==> config.mk <==
export PLATFORM = sky130hd
export DESIGN_NAME = card_seq
export DESIGN_NICKNAME = d
export VERILOG_FILES = /design/src/core/card_clock_gen.v /design/src/core/card_seq.v
export VERILOG_INCLUDE_DIRS = /design/src /design/src/inc
export SDC_FILE = /design/constraint.sdc
export NUM_CORES = 1
export LEC_CHECK = 0
export ABC_AREA = 0
export BUFFER_PORTS_ARGS = -buffer_cell sky130_fd_sc_hd__buf_2
export CORE_MARGIN = 2
export CORE_UTILIZATION = 57
export CTS_CLUSTER_DIAMETER = 100
export CTS_CLUSTER_SIZE = 24
export DETAILED_ROUTE_END_ITERATION = 8
export PLACE_DENSITY = 0.8
export SYNTH_ARGS = -nofsm -noshare
export SYNTH_HDL_FRONTEND = slang
export SYNTH_SLANG_ARGS = --single-unit
==> constraint.sdc <==
create_clock -name pclk -period 2.75 [get_ports pclk]
set_input_delay 0 -clock pclk [delete_from_list [all_inputs] [get_ports pclk]]
set_output_delay 0 -clock pclk [all_outputs]
set_load 0.02 [all_outputs]
==> src/inc/card_seq_consts.vh <==
/*
  Constants for the card activation sequencer: APB offsets, field
  positions, reset values and timing counts. Assumes a 25 MHz pclk.
*/
`ifndef CARD_SEQ_CONSTS_VH
`define CARD_SEQ_CONSTS_VH

`define CLK_MHZ 25
`define ACT_STEP_US 10
`define ACT_STEP_CYC (`ACT_STEP_US * `CLK_MHZ)
`define DEACT_TOTAL_US 100
`define DEACT_STEPS 5
`define DEACT_STEP_US 10
`define DEACT_STEP_CYC (`DEACT_STEP_US * `CLK_MHZ)
`define DEBOUNCE_MS 10
`define DEBOUNCE_CYC (`DEBOUNCE_MS * 1000 * `CLK_MHZ)
`define SUP_SHORT_MS 10
`define SUP_SHORT_CYC (`SUP_SHORT_MS * 1000 * `CLK_MHZ)
`define SUP_LONG_MS 20
`define SUP_LONG_CYC (`SUP_LONG_MS * 1000 * `CLK_MHZ)
`define LINE_GUARD_CYC 3'h7

`define REG_STEP_LEN 12'h000
`define REG_STATUS 12'h004
`define STEP_LEN_W 12
`define STEP_LEN_RST 12'h0FA

`define ST_STATE_LSB 0
`define ST_PRESENT 4
`define ST_FAULT_LATCH 5
`define ST_IRQ_LOW 6
`define ST_OVERLOAD 7
`define ST_OVERHEAT 8
`define ST_BOOST_FAULT 9
`define ST_SUPERVISOR 10
`define ST_CLK_RUN 11
`define ST_SUPPLY_EN 12

`define SYNC_W 19
`define SYNC_RST 19'h00005

`endif

==> src/core/card_clock_gen.v <==
/*
  Card clock divider: divides the synchronised oscillator level by
  1, 2, 4 or 8. Assumes osc_level and selects are already in the pclk
  domain and that the oscillator is well below half of pclk.
*/
`timescale 1ns/1ns
module card_clock_gen (
  input wire pclk,
  input wire presetn,
  input wire osc_level,
  input wire clock_div_sel_a,
  input wire clock_div_sel_b,
  input wire run,
  output reg card_clk,
  output reg running
);
  reg osc_q;
  reg [3:0] cnt;
  reg [3:0] half;
  reg [3:0] next_half;
  wire osc_edge;

  assign osc_edge = osc_level ^ osc_q;

  always @* begin
    case ({clock_div_sel_a, clock_div_sel_b})
      2'b00: next_half = 4'h8;
      2'b01: next_half = 4'h4;
      2'b11: next_half = 4'h2;
      default: next_half = 4'h1;
    endcase
  end

  always @(posedge pclk or negedge presetn) begin
    if (!presetn) begin
      osc_q <= 1'b0;
      cnt <= 4'h0;
      half <= 4'h8;
      card_clk <= 1'b0;
      running <= 1'b0;
    end else begin
      osc_q <= osc_level;
      if (!running) begin
        card_clk <= 1'b0;
        cnt <= 4'h0;
        half <= next_half;
        if (run) begin
          running <= 1'b1;
        end
      end else if (!run && !card_clk) begin
        running <= 1'b0; // Stop only while low, no short high pulse
      end else if (osc_edge) begin
        if (cnt == half - 4'h1) begin
          cnt <= 4'h0;
          card_clk <= ~card_clk;
          if (card_clk) begin
            half <= next_half; // Adopt new ratio at period end only
          end
        end else begin
          cnt <= cnt + 4'h1;
        end
      end
    end
  end
endmodule // card_clock_gen

==> src/core/card_seq.v <==
/*
  Smart card activation sequencer: activation and deactivation of
  boost, supply, data lines, clock and reset; fault monitoring,
  presence debounce, supply supervisor and an APB status port.
  Assumes all card/host pins are asynchronous and an external wire
  model resolves the open-drain and two-way pins from the enables.
*/
// Added by the designer: the APB interface to the registers and the register offsets.
`timescale 1ns/1ns
`include "card_seq_consts.vh"

// Summary of operation
// - Host pulling activate_cmd_n low starts the activation sequence.
// - Activation order: boost, supply, data lines, card clock, card reset.
// - A falling card_reset_ctrl_in in the window starts the card clock at once.
// - Host raising activate_cmd_n starts the automatic deactivation.
// - Deactivation order: reset low, clock stop, lines low, supply off, boost off.
// - Deactivation completes within 100 us of starting.
// - Overload, removal, heat, core drop or boost fault: irq low and deactivate.
// - After deactivation irq returns high when command is high, unless card removed.
// - Presence is high-active OR low-active input; open inputs count inactive.
// - Combined presence is debounced 10 ms before reaching the irq line.
// - Card insertion shows as irq rising from low to high.
// - Card removal drives irq low and deactivates the card.
// - Data line and two extra lines pass both ways between host and card.
// - Supervisor pulse is 10 ms with threshold pin grounded, 20 ms otherwise.
// - Card supply level is high when level select is high, else low.
// - Irq is open-drain active low: it only pulls low.
// - Divider select 00 gives /8, 01 /4, 11 /2, 10 undivided.
// - Clock ratio changes happen without short or spurious card clock pulses.
// - No activation unless a card is present.
// - Supply overload during operation causes automatic deactivation.
module card_seq #(
  parameter [19:0] DEBOUNCE_CYCLES = `DEBOUNCE_CYC,
  parameter [19:0] SUP_SHORT_CYCLES = `SUP_SHORT_CYC,
  parameter [19:0] SUP_LONG_CYCLES = `SUP_LONG_CYC
) (
  input wire pclk,
  input wire presetn,
  input wire psel,
  input wire penable,
  input wire pwrite,
  input wire [11:0] paddr,
  input wire [31:0] pwdata,
  output reg [31:0] prdata,
  output wire pready,
  output wire pslverr,
  input wire activate_cmd_n,
  input wire card_reset_ctrl_in,
  input wire presence_hi,
  input wire presence_lo,
  input wire supply_overload,
  input wire overheat,
  input wire boost_fault,
  input wire core_supply_low,
  input wire supervisor_threshold_adj,
  input wire clock_div_sel_a,
  input wire clock_div_sel_b,
  input wire supply_level_sel,
  input wire osc_input,
  input wire host_side_data_line_in,
  output wire host_side_data_line_out,
  output wire host_side_data_line_oe,
  input wire host_side_extra_line_a_in,
  output wire host_side_extra_line_a_out,
  output wire host_side_extra_line_a_oe,
  input wire host_side_extra_line_b_in,
  output wire host_side_extra_line_b_out,
  output wire host_side_extra_line_b_oe,
  input wire card_side_data_line_in,
  output wire card_side_data_line_out,
  output wire card_side_data_line_oe,
  input wire card_side_extra_line_a_in,
  output wire card_side_extra_line_a_out,
  output wire card_side_extra_line_a_oe,
  input wire card_side_extra_line_b_in,
  output wire card_side_extra_line_b_out,
  output wire card_side_extra_line_b_oe,
  output wire fault_presence_irq_n_out,
  output reg fault_presence_irq_n_oe,
  output reg boost_enable,
  output reg card_supply_enable,
  output reg supply_level_high,
  output reg card_reset,
  output wire card_clk,
  output reg supervisor_hold
);
  localparam [3:0] S_IDLE = 4'b0001;
  localparam [3:0] S_ACT = 4'b0010;
  localparam [3:0] S_ON = 4'b0100;
  localparam [3:0] S_DEACT = 4'b1000;

  reg [`SYNC_W-1:0] sync1;
  reg [`SYNC_W-1:0] sync2;
  reg [3:0] state;
  reg [2:0] step;
  reg [11:0] timer;
  reg [`STEP_LEN_W-1:0] step_len;
  reg lines_en;
  reg clk_run;
  reg rst_en;
  reg card_reset_ctrl_in_q;
  reg fault_latch;
  reg presence_hi_db;
  reg [19:0] deb_cnt;
  reg [19:0] sup_cnt;
  wire cmd_n_s, card_reset_ctrl_in_s, presence_hi_hi_s, presence_hi_lo_s, overload_s, heat_s;
  wire boost_f_s, core_low_s, adj_s, div_a_s, div_b_s, level_s, osc_s;
  wire [2:0] host_in_s;
  wire [2:0] card_in_s;
  wire [2:0] host_oe;
  wire [2:0] card_oe;
  wire presence_hi_raw, sup_active, fault_now, stop_req, card_reset_ctrl_in_fall, clk_running;
  wire step_done, deact_done, bus_wr, bus_setup, addr_ok;

  // Every card and host pin passes two flops before use
  always @(posedge pclk or negedge presetn) begin
    if (!presetn) begin
      sync1 <= `SYNC_RST;
      sync2 <= `SYNC_RST;
    end else begin
      sync1 <= {card_side_extra_line_b_in, card_side_extra_line_a_in, card_side_data_line_in,
                host_side_extra_line_b_in, host_side_extra_line_a_in, host_side_data_line_in,
                osc_input, supply_level_sel, clock_div_sel_b, clock_div_sel_a,
                supervisor_threshold_adj, core_supply_low, boost_fault, overheat,
                supply_overload, presence_hi, presence_lo, card_reset_ctrl_in, activate_cmd_n};
      sync2 <= sync1;
    end
  end

  assign cmd_n_s = sync2[0];
  assign card_reset_ctrl_in_s = sync2[1];
  assign presence_hi_lo_s = sync2[2];
  assign presence_hi_hi_s = sync2[3];
  assign overload_s = sync2[4];
  assign heat_s = sync2[5];
  assign boost_f_s = sync2[6];
  assign core_low_s = sync2[7];
  assign adj_s = sync2[8];
  assign div_a_s = sync2[9];
  assign div_b_s = sync2[10];
  assign level_s = sync2[11];
  assign osc_s = sync2[12];
  assign host_in_s = sync2[15:13];
  assign card_in_s = sync2[18:16];

  // Open inputs are held inactive by pad pulls outside this block
  assign presence_hi_raw = presence_hi_hi_s | ~presence_hi_lo_s;

  always @(posedge pclk or negedge presetn) begin
    if (!presetn) begin
      presence_hi_db <= 1'b0;
      deb_cnt <= 20'h00000;
    end else if (presence_hi_raw == presence_hi_db) begin
      deb_cnt <= 20'h00000;
    end else if (deb_cnt >= DEBOUNCE_CYCLES - 20'h00001) begin
      presence_hi_db <= presence_hi_raw;
      deb_cnt <= 20'h00000;
    end else begin
      deb_cnt <= deb_cnt + 20'h00001;
    end
  end

  // Supervisor: hold while supply is low, then for the pulse length
  always @(posedge pclk or negedge presetn) begin
    if (!presetn) begin
      sup_cnt <= 20'h00000;
      supervisor_hold <= 1'b0;
    end else begin
      if (core_low_s) begin
        sup_cnt <= adj_s ? SUP_LONG_CYCLES : SUP_SHORT_CYCLES;
      end else if (sup_cnt != 20'h00000) begin
        sup_cnt <= sup_cnt - 20'h00001;
      end
      supervisor_hold <= sup_active;
    end
  end

  assign sup_active = core_low_s | (sup_cnt != 20'h00000);
  assign fault_now = overload_s | heat_s | boost_f_s | sup_active;
  // Removal uses the raw level so the card is protected before debounce ends
  assign stop_req = cmd_n_s | fault_now | ~presence_hi_raw;
  assign card_reset_ctrl_in_fall = card_reset_ctrl_in_q & ~card_reset_ctrl_in_s;
  assign step_done = timer >= step_len;
  assign deact_done = timer >= `DEACT_STEP_CYC - 1;

  always @(posedge pclk or negedge presetn) begin
    if (!presetn) begin
      state <= S_IDLE;
      step <= 3'h0;
      timer <= 12'h000;
      boost_enable <= 1'b0;
      card_supply_enable <= 1'b0;
      supply_level_high <= 1'b0;
      lines_en <= 1'b0;
      clk_run <= 1'b0;
      rst_en <= 1'b0;
      card_reset_ctrl_in_q <= 1'b1;
      card_reset <= 1'b0;
    end else begin
      card_reset_ctrl_in_q <= card_reset_ctrl_in_s;
      card_reset <= rst_en & card_reset_ctrl_in_s & ~(state == S_DEACT);
      case (state)
        S_IDLE: begin
          timer <= 12'h000;
          step <= 3'h0;
          if (!cmd_n_s && presence_hi_db && !stop_req && !fault_latch) begin
            state <= S_ACT;
            boost_enable <= 1'b1;
            supply_level_high <= level_s;
          end
        end
        S_ACT: begin
          if (stop_req) begin
            state <= S_DEACT;
            rst_en <= 1'b0;
            timer <= 12'h000;
            step <= 3'h0;
          end else begin
            if (step >= 3'h2 && card_reset_ctrl_in_fall) begin
              clk_run <= 1'b1;
            end
            if (step_done) begin
              timer <= 12'h000;
              step <= step + 3'h1;
              case (step)
                3'h0: card_supply_enable <= 1'b1;
                3'h1: lines_en <= 1'b1;
                3'h3: begin
                  clk_run <= 1'b1;
                  rst_en <= 1'b1;
                  state <= S_ON;
                end
                default: ;
              endcase
            end else begin
              timer <= timer + 12'h001;
            end
          end
        end
        S_ON: begin
          if (stop_req) begin
            state <= S_DEACT;
            rst_en <= 1'b0;
            timer <= 12'h000;
            step <= 3'h0;
          end
        end
        S_DEACT: begin
          // Four fixed steps of 10 us keep the whole sequence under 100 us
          if (deact_done) begin
            timer <= 12'h000;
            step <= step + 3'h1;
            case (step)
              3'h0: clk_run <= 1'b0;
              3'h1: lines_en <= 1'b0;
              3'h2: card_supply_enable <= 1'b0;
              3'h3: begin
                boost_enable <= 1'b0;
                state <= S_IDLE;
              end
              default: ;
            endcase
          end else begin
            timer <= timer + 12'h001;
          end
        end
        default: state <= S_IDLE;
      endcase
    end
  end

  // Fault latch: set by a fault outside S_IDLE, cleared in S_IDLE once the command is high
  always @(posedge pclk or negedge presetn) begin
    if (!presetn) begin
      fault_latch <= 1'b0;
      fault_presence_irq_n_oe <= 1'b1;
    end else begin
      if (fault_now && state != S_IDLE) begin
        fault_latch <= 1'b1;
      end else if (state == S_IDLE && cmd_n_s) begin
        fault_latch <= 1'b0;
      end
      fault_presence_irq_n_oe <= fault_latch | ~presence_hi_db;
    end
  end

  assign fault_presence_irq_n_out = 1'b0;

  card_clock_gen u_clk (
    .pclk(pclk),
    .presetn(presetn),
    .osc_level(osc_s),
    .clock_div_sel_a(div_a_s),
    .clock_div_sel_b(div_b_s),
    .run(clk_run),
    .card_clk(card_clk),
    .running(clk_running)
  );

  // Two-way lines: whichever side pulls low first owns the line
  genvar gi;
  generate
    for (gi = 0; gi < 3; gi = gi + 1) begin : g_line
      reg own_host;
      reg own_card;
      reg [2:0] guard;
      always @(posedge pclk or negedge presetn) begin
        if (!presetn) begin
          own_host <= 1'b0;
          own_card <= 1'b0;
          guard <= 3'h0;
        end else if (!lines_en) begin
          own_host <= 1'b0;
          own_card <= 1'b0;
          guard <= `LINE_GUARD_CYC;
        end else if (own_host) begin
          if (host_in_s[gi]) begin
            own_host <= 1'b0;
            guard <= `LINE_GUARD_CYC; // Lets the far side rise, no lock-up
          end
        end else if (own_card) begin
          if (card_in_s[gi]) begin
            own_card <= 1'b0;
            guard <= `LINE_GUARD_CYC;
          end
        end else if (guard != 3'h0) begin
          guard <= guard - 3'h1;
        end else if (!host_in_s[gi]) begin
          own_host <= 1'b1;
        end else if (!card_in_s[gi]) begin
          own_card <= 1'b1;
        end
      end
      assign card_oe[gi] = own_host | ~lines_en;
      assign host_oe[gi] = own_card;
    end
  endgenerate

  assign host_side_data_line_out = 1'b0;
  assign host_side_extra_line_a_out = 1'b0;
  assign host_side_extra_line_b_out = 1'b0;
  assign card_side_data_line_out = 1'b0;
  assign card_side_extra_line_a_out = 1'b0;
  assign card_side_extra_line_b_out = 1'b0;
  assign host_side_data_line_oe = host_oe[0];
  assign host_side_extra_line_a_oe = host_oe[1];
  assign host_side_extra_line_b_oe = host_oe[2];
  assign card_side_data_line_oe = card_oe[0];
  assign card_side_extra_line_a_oe = card_oe[1];
  assign card_side_extra_line_b_oe = card_oe[2];

  // APB slave, zero wait states; read data captured in setup
  assign addr_ok = (paddr == `REG_STEP_LEN) || (paddr == `REG_STATUS);
  assign bus_setup = psel & ~penable;
  assign bus_wr = psel & penable & pwrite;
  assign pready = 1'b1;
  assign pslverr = psel & penable & ~addr_ok;

  always @(posedge pclk or negedge presetn) begin
    if (!presetn) begin
      step_len <= `STEP_LEN_RST;
      prdata <= 32'h00000000;
    end else begin
      if (bus_wr && paddr == `REG_STEP_LEN) begin
        step_len <= pwdata[`STEP_LEN_W-1:0];
      end
      if (bus_setup && !pwrite) begin
        prdata <= 32'h00000000;
        if (paddr == `REG_STEP_LEN) begin
          prdata[`STEP_LEN_W-1:0] <= step_len;
        end else if (paddr == `REG_STATUS) begin
          prdata[`ST_STATE_LSB+3:`ST_STATE_LSB] <= state;
          prdata[`ST_PRESENT] <= presence_hi_db;
          prdata[`ST_FAULT_LATCH] <= fault_latch;
          prdata[`ST_IRQ_LOW] <= fault_presence_irq_n_oe;
          prdata[`ST_OVERLOAD] <= overload_s;
          prdata[`ST_OVERHEAT] <= heat_s;
          prdata[`ST_BOOST_FAULT] <= boost_f_s;
          prdata[`ST_SUPERVISOR] <= sup_active;
          prdata[`ST_CLK_RUN] <= clk_running;
          prdata[`ST_SUPPLY_EN] <= card_supply_enable;
        end
      end
    end
  end
endmodule // card_seq

# After elaboration in Yosys (flattened, before gate mapping)
# Index checks and enable logic that the tools add are counted.
[word_totals] wordCells=288 inputBits=68 reg_bits=160 out_inout_bits=54
[op_classes] magnitude_cmp=4 n_reduce_logical=45 add_sub_neg=9 eq_ne=42 mux=124 bitwise=29
[ops] cell="20-bit 2-to-1 mux" n=4
[ops] cell="1-bit 2-to-1 mux" n=66
[ops] cell="3-bit 2-to-1 mux" n=22
[ops] cell="4-bit 2-to-1 mux" n=16
[ops] cell="12-bit 2-to-1 mux" n=5
[ops] cell="12-bit one-hot mux with 4 select lines" n=1
[ops] cell="2-bit inequality test (second input constant)" n=13
[ops] cell="20-bit by 1-bit adder with 20-bit output (second input constant)" n=1
[ops] cell="20-bit by 18-bit >= comparator with 1-bit output (second input constant)" n=1
[ops] cell="4-bit AND reduction" n=5
[ops] cell="20-bit nonzero test" n=1
[ops] cell="20-bit by 1-bit subtractor with 20-bit output (second input constant)" n=1
[ops] cell="19-bit 2-to-1 mux" n=1
[ops] cell="6-bit AND reduction" n=3
[ops] cell="4-bit by 1-bit inequality test with 1-bit output (second input constant)" n=4
[ops] cell="4-bit one-hot mux with 4 select lines" n=1
[ops] cell="3-bit inequality test (second input constant)" n=5
[ops] cell="13-bit 2-to-1 mux" n=1
[ops] cell="12-bit by 1-bit adder with 12-bit output (second input constant)" n=1
[ops] cell="12-bit by 3-bit == test with 1-bit output (second input constant)" n=1
[ops] cell="12-bit >= comparator" n=1
[ops] cell="12-bit by 8-bit >= comparator with 1-bit output (second input constant)" n=1
[ops] cell="12-bit logical NOT" n=1
[ops] cell="4-bit inequality test (second input constant)" n=3
[ops] cell="other kinds (33)" n=94

# Longest topological paths before layout
[logic_depth] depth_word=10 ltp_mapped=9 mapped_depth_nobuf=8

# Hierarchy
# Synthesis repeated with hierarchy kept, for this count alone.
[hier_totals] hier_cells=708 hier_area_um2=7619.8
[modules_own_cells] mod="card_seq" cells_per_inst=648 seq_area_each_um2=3744.8 n_inst=1 area_each_um2=7018.0
[modules_own_cells] mod="card_clock_gen" cells_per_inst=60 seq_area_each_um2=276.5 n_inst=1 area_each_um2=601.8

# Least setup slack after synthesis
# Ideal clock, no wire load.
[synth_timing] path_kind="register -> register" from="reg sup_cnt[3]" to="reg supply_level_high" required_time_ps=2625 synth_period_minus_slack_ps=2338 arrival_time_ps=2213 stages_incl_launch_ff=6 slack_ps=412 setup_time_ps=125 path_buffers=0 cell_sequence="dfrtp_1 > or4_4 > nand4b_4 > or3_4 > nor3_2 > mux2_2"
[synth_via] elab_chain_len=9
[synth_lines] item="from (decl)" line_no="card_seq.v:106" source="reg [19:0] sup_cnt;"
[synth_lines] item="from (signal assigned)" line_no="card_seq.v:171" source="sup_cnt <= adj_s ? SUP_LONG_CYCLES : SUP_SHORT_CYCLES;"
[synth_lines] item="from (signal assigned)" line_no="card_seq.v:173" source="sup_cnt <= sup_cnt - 20'h00001;"
[synth_lines] item="20-bit nonzero test" line_no="card_seq.v:179" source="assign sup_active = core_low_s | (sup_cnt != 20'h00000);"
[synth_lines] item="1-bit bitwise OR" line_no="card_seq.v:179"
[synth_lines] item="1-bit bitwise OR" line_no="card_seq.v:180" source="assign fault_now = overload_s | heat_s | boost_f_s | sup_active;"
[synth_lines] item="1-bit bitwise OR (2 in series)" line_no="card_seq.v:182" source="assign stop_req = cmd_n_s | fault_now | ~presence_hi_raw;"
[synth_lines] item="1-bit logical NOT" line_no="card_seq.v:207" source="if (!cmd_n_s && presence_hi_db && !stop_req && !fault_latch) begin"
[synth_lines] item="1-bit logical AND (2 in series)" line_no="card_seq.v:207"
[synth_lines] item="2-bit AND reduction (no line)"
[synth_lines] item="to (signal assigned)" line_no="card_seq.v:210" source="supply_level_high <= level_s;"
[synth_lines] item="to (decl)" line_no="card_seq.v:83" source="output reg supply_level_high,"
# No other way between the ends.
# A chain may end at the register's enable or synchronous reset.

# Worst setup path in the final report
[layout_timing] from="reg sup_cnt[3]" to="reg step[1]"
[layout_via] elab_chain_len=7 elab_cells_between_ends=10 cone_classes="eq/ne (2); mux (2); bitwise (4); reduce/logical (2)"
[layout_lines] item="20-bit nonzero test *" line_no="card_seq.v:179"
[layout_lines] item="1-bit bitwise OR *" line_no="card_seq.v:179"
[layout_lines] item="1-bit bitwise OR *" line_no="card_seq.v:180"
[layout_lines] item="1-bit bitwise OR * (2 in series)" line_no="card_seq.v:182"
[layout_lines] item="3-bit inequality test (no line) (tied with other cells)"
[layout_lines] item="4-bit AND reduction (no line) / 3-bit one-hot mux with 4 select lines (equally long branches)"
[layout_lines] item="to (signal assigned)" line_no="card_seq.v:225" source="step <= step + 3'h1;"
[layout_lines] item="to (signal assigned)" line_no="card_seq.v:253" source="step <= step + 3'h1;"
[layout_lines] item="to (decl)" line_no="card_seq.v:96" source="reg [2:0] step;"
# Mark *: on every way between the ends. The rest lies on a longest branch, timed or not.

==> metrics <==
share of cells above drive strength 1=0.185; number of library cell types mapped by synthesis=63; drt via density=roughly 5.6; Clock transition at path regs=approximately 0.06 ns; internal power=just over 4 mW; initial antenna violation count=0; Sw Share=0.215; worst min-delay path category=input pin to flip-flop; htree depth=4; die area=14300 sq um; Clock Skew=0.00859 ns; Max-Cap Viols=0; crit-path cells=or4_4 > nand4b_4 > buf_4 > nor3_1 > o21ai_1 > nand2_1 > o21ai_0; Buf+Inv Stages, Crit Path=1; first-pass GRT wire length=~28 mm; Die Wd=around 120 um; power per cell area=roughly 580 nW/um^2; hold slack=approximately 0.06 ns; initial core utilization=0.578; diode count=0; vias in the first global route=between 5000 and 6000; Synth Flop Type=dfrtp_1; Tot GR Track Use=0.246; DRC viols=0; final setup violating endpoints=0; Post-Route WL=around 16 mm; Worst Tran Pin Value=about 1.0 ns; CTS tree=built; max_slew headroom=0.295; Ys Warns=0; Lkg Pwr=~4.2 nW; Crit. End Element=flip-flop; Root Driver=clkbuf_16; Pins Over Slew Limit=0; Area Growth Syn to Fin=19.7%; DR WL/cell=between 15 and 20 um; GR Overflow Total=0; largest net degree at the start of global routing=79; I/O pins=122; fin nets=933; Post-CTS Resized=0; f_max=between 0.3 and 0.4 GHz; Slowest-stage cell, CP=or4_4; drt pass-1 iters=5; GPL Wtd Cong=0.924; I/O Buffers=74; clock buffer depth=2; Seq cells post-synth=160; HPWL Detailed=between 10 and 15 mm; Mean Syn Cell Area=roughly 11 sq um; commonest non-fill, non-tap cell in the layout=dfrtp_1; Final Critical Period=2.57 ns; die height=roughly 120 um; Arrival @ worst endpoint=around 2.9 ns; Worst EP required=3.05 ns; CP Class=flip-flop to flip-flop; max incr delay on CP=between 0.5 and 0.6 ns; fraction of registers with async set/reset=1.00; post-route clock period utilization=0.934; RSZ-0062 raised after global routing=false; CP Launch Type=flip-flop; clock share of power=0.463; DRT antenna net count=0; Flop pwr share=0.473; via count=around 5700; Sw Pwr=1.13 mW; Worst-Skew Late Latency=~0.43 ns; status=completed; Final Hold Vio Count=0; Syn Inst Count=between 700 and 800; register area share after synthesis=0.530; Max IR drop VDD=roughly 0.44 mV; Post-synth EDFFs=0; total core area=13100 sq um; post-synthesis cell area=7590 sq um; num rows=42; initial DRC count=about 480; Gate power share=0.064; leading cell types in the layout, fill and taps excluded=dfrtp_1 (146), buf_2 (73), nor2_1 (62); Final TNS setup=0 ns; number of CTS-inserted buffers=17; Filler cells=~940; worst-path fanout max=10; Sink Count=160; CP top delay family=simple AND/OR/NAND/NOR gates
==> cell type report <==
type                            instances  area (sq um)  share of cell area
Clock buffer                           27           513              0.0565
Tap cell                              176           220              0.0242
Timing Repair Buffer                  119           807              0.0888
Multi-Input combinational cell        499          3280               0.361
Sequential cell                       160          4020               0.443
Clock inverter                          5           103              0.0113
Inverter                               37           139              0.0153
==> metrics by stage <==
step / cell area [sq um] / total power, mW / util / setup slack, ns / cells
2_1_floorplan: 7690 / 2.72 / - / 0.412 / 734
3_3_place_gp: 8150 / 2.80 / 0.620 / 0.349 / 959
3_5_place_dp: 8150 / 2.82 / 0.620 / 0.255 / 959
4_1_cts: 9090 / 5.28 / 0.692 / 0.217 / 1023
5_1_grt: 9090 / 5.44 / 0.692 / 0.0326 / 1023
6_report: 9090 / 5.24 / 0.692 / 0.182 / 1023
==> worst reg2reg max path: cells and delay by family (launching register included) <==
| kind | cells | cell delay (ns) |
|---|---|---|
| AND/OR/NAND/NOR | 4 | 1.36 |
| AO/OA/AOI/OAI | 2 | 0.45 |
| buffers and inverters | 1 | 0.21 |
| flip-flops | 1 | 0.43 |
==> layer usage <==
metal | share of wire | wire length [um] | track usage | vias to the layer above
met2 | 0.50 | 8220 | 0.411 | 185
li1 | - | - | - | 2679
met4 | 0.026 | 418 | 0.101 | 0
met5 | 0 | 0 | 0 | -
met3 | 0.045 | 740 | 0.0517 | 35
met1 | 0.43 | 7000 | 0.315 | 2815
==> Yosys cell counts (12+ instances only) <==
master / count / area [sq um]
nand3_1: 25 / 125
o31ai_1: 15 / 113
mux2_2: 15 / 169
nor2b_1: 14 / 87.6
buf_4: 27 / 203
xor2_1: 16 / 140
a21oi_1: 24 / 120
inv_1: 37 / 139
ha_1: 31 / 388
xnor2_1: 26 / 228
dfstp_2: 14 / 368
mux2i_1: 14 / 140
nand2_1: 48 / 180
o21ai_0: 31 / 155
nor4_1: 12 / 75.1
dfrtp_1: 146 / 3650
nor2_1: 62 / 233
nor3_1: 20 / 100
==> power groups by stage <==
stage	logic (mW)	clock network (mW)	registers, mW
detailed placement	0.302	0	2.52
global route	0.378	2.58	2.49
CTS	0.339	2.46	2.48
floorplan	0.209	0	2.51
global placement	0.290	0	2.51
finish	0.337	2.43	2.48
==> kinds of logic (layout without fill, tap and decap cells) <==
family,count (synthesis),in the layout,share of synthesized area
muxes,29,29,0.0407
other,2,29,0.000989
adders and majority gates,31,31,0.0511
AOI/OAI and AO/OA,122,122,0.104
DFF,160,160,0.530
buffers and inverters,75,188,0.0514
and+or+nand+nor,246,246,0.173
xor gates and xnor gates,42,42,0.0484
==> path summary, 6_finish.rpt <==
path	from	end	slack, ns	depth (start not counted)
max	sup_cnt[3]	step[1]	0.18	7
min	paddr[2]	prdata[12]	0.06	3
max reg2reg	sup_cnt[3]	step[1]	0.18	7
min reg2reg	sync1[9]	sync2[9]	0.35	0
max in group asynchronous	presetn	fault_presence_irq_n_oe	1.81	3
min in group asynchronous	presetn	sync2[9]	0.12	2
==> state kept, by name (all words and copies together), names as in the netlist, 9 cells and up <==
register,flops
prdata,13
sync1,19
step_len,12
sync2,19
sup_cnt,20
g_line.guard,9
timer,12
deb_cnt,20
==> what timing repair did <==
action	CTS	global route
buffers inserted	0	0
hold buffers	32	0
endpoints found under the hold margin	90	0
(Power assumes the default switching activity.)
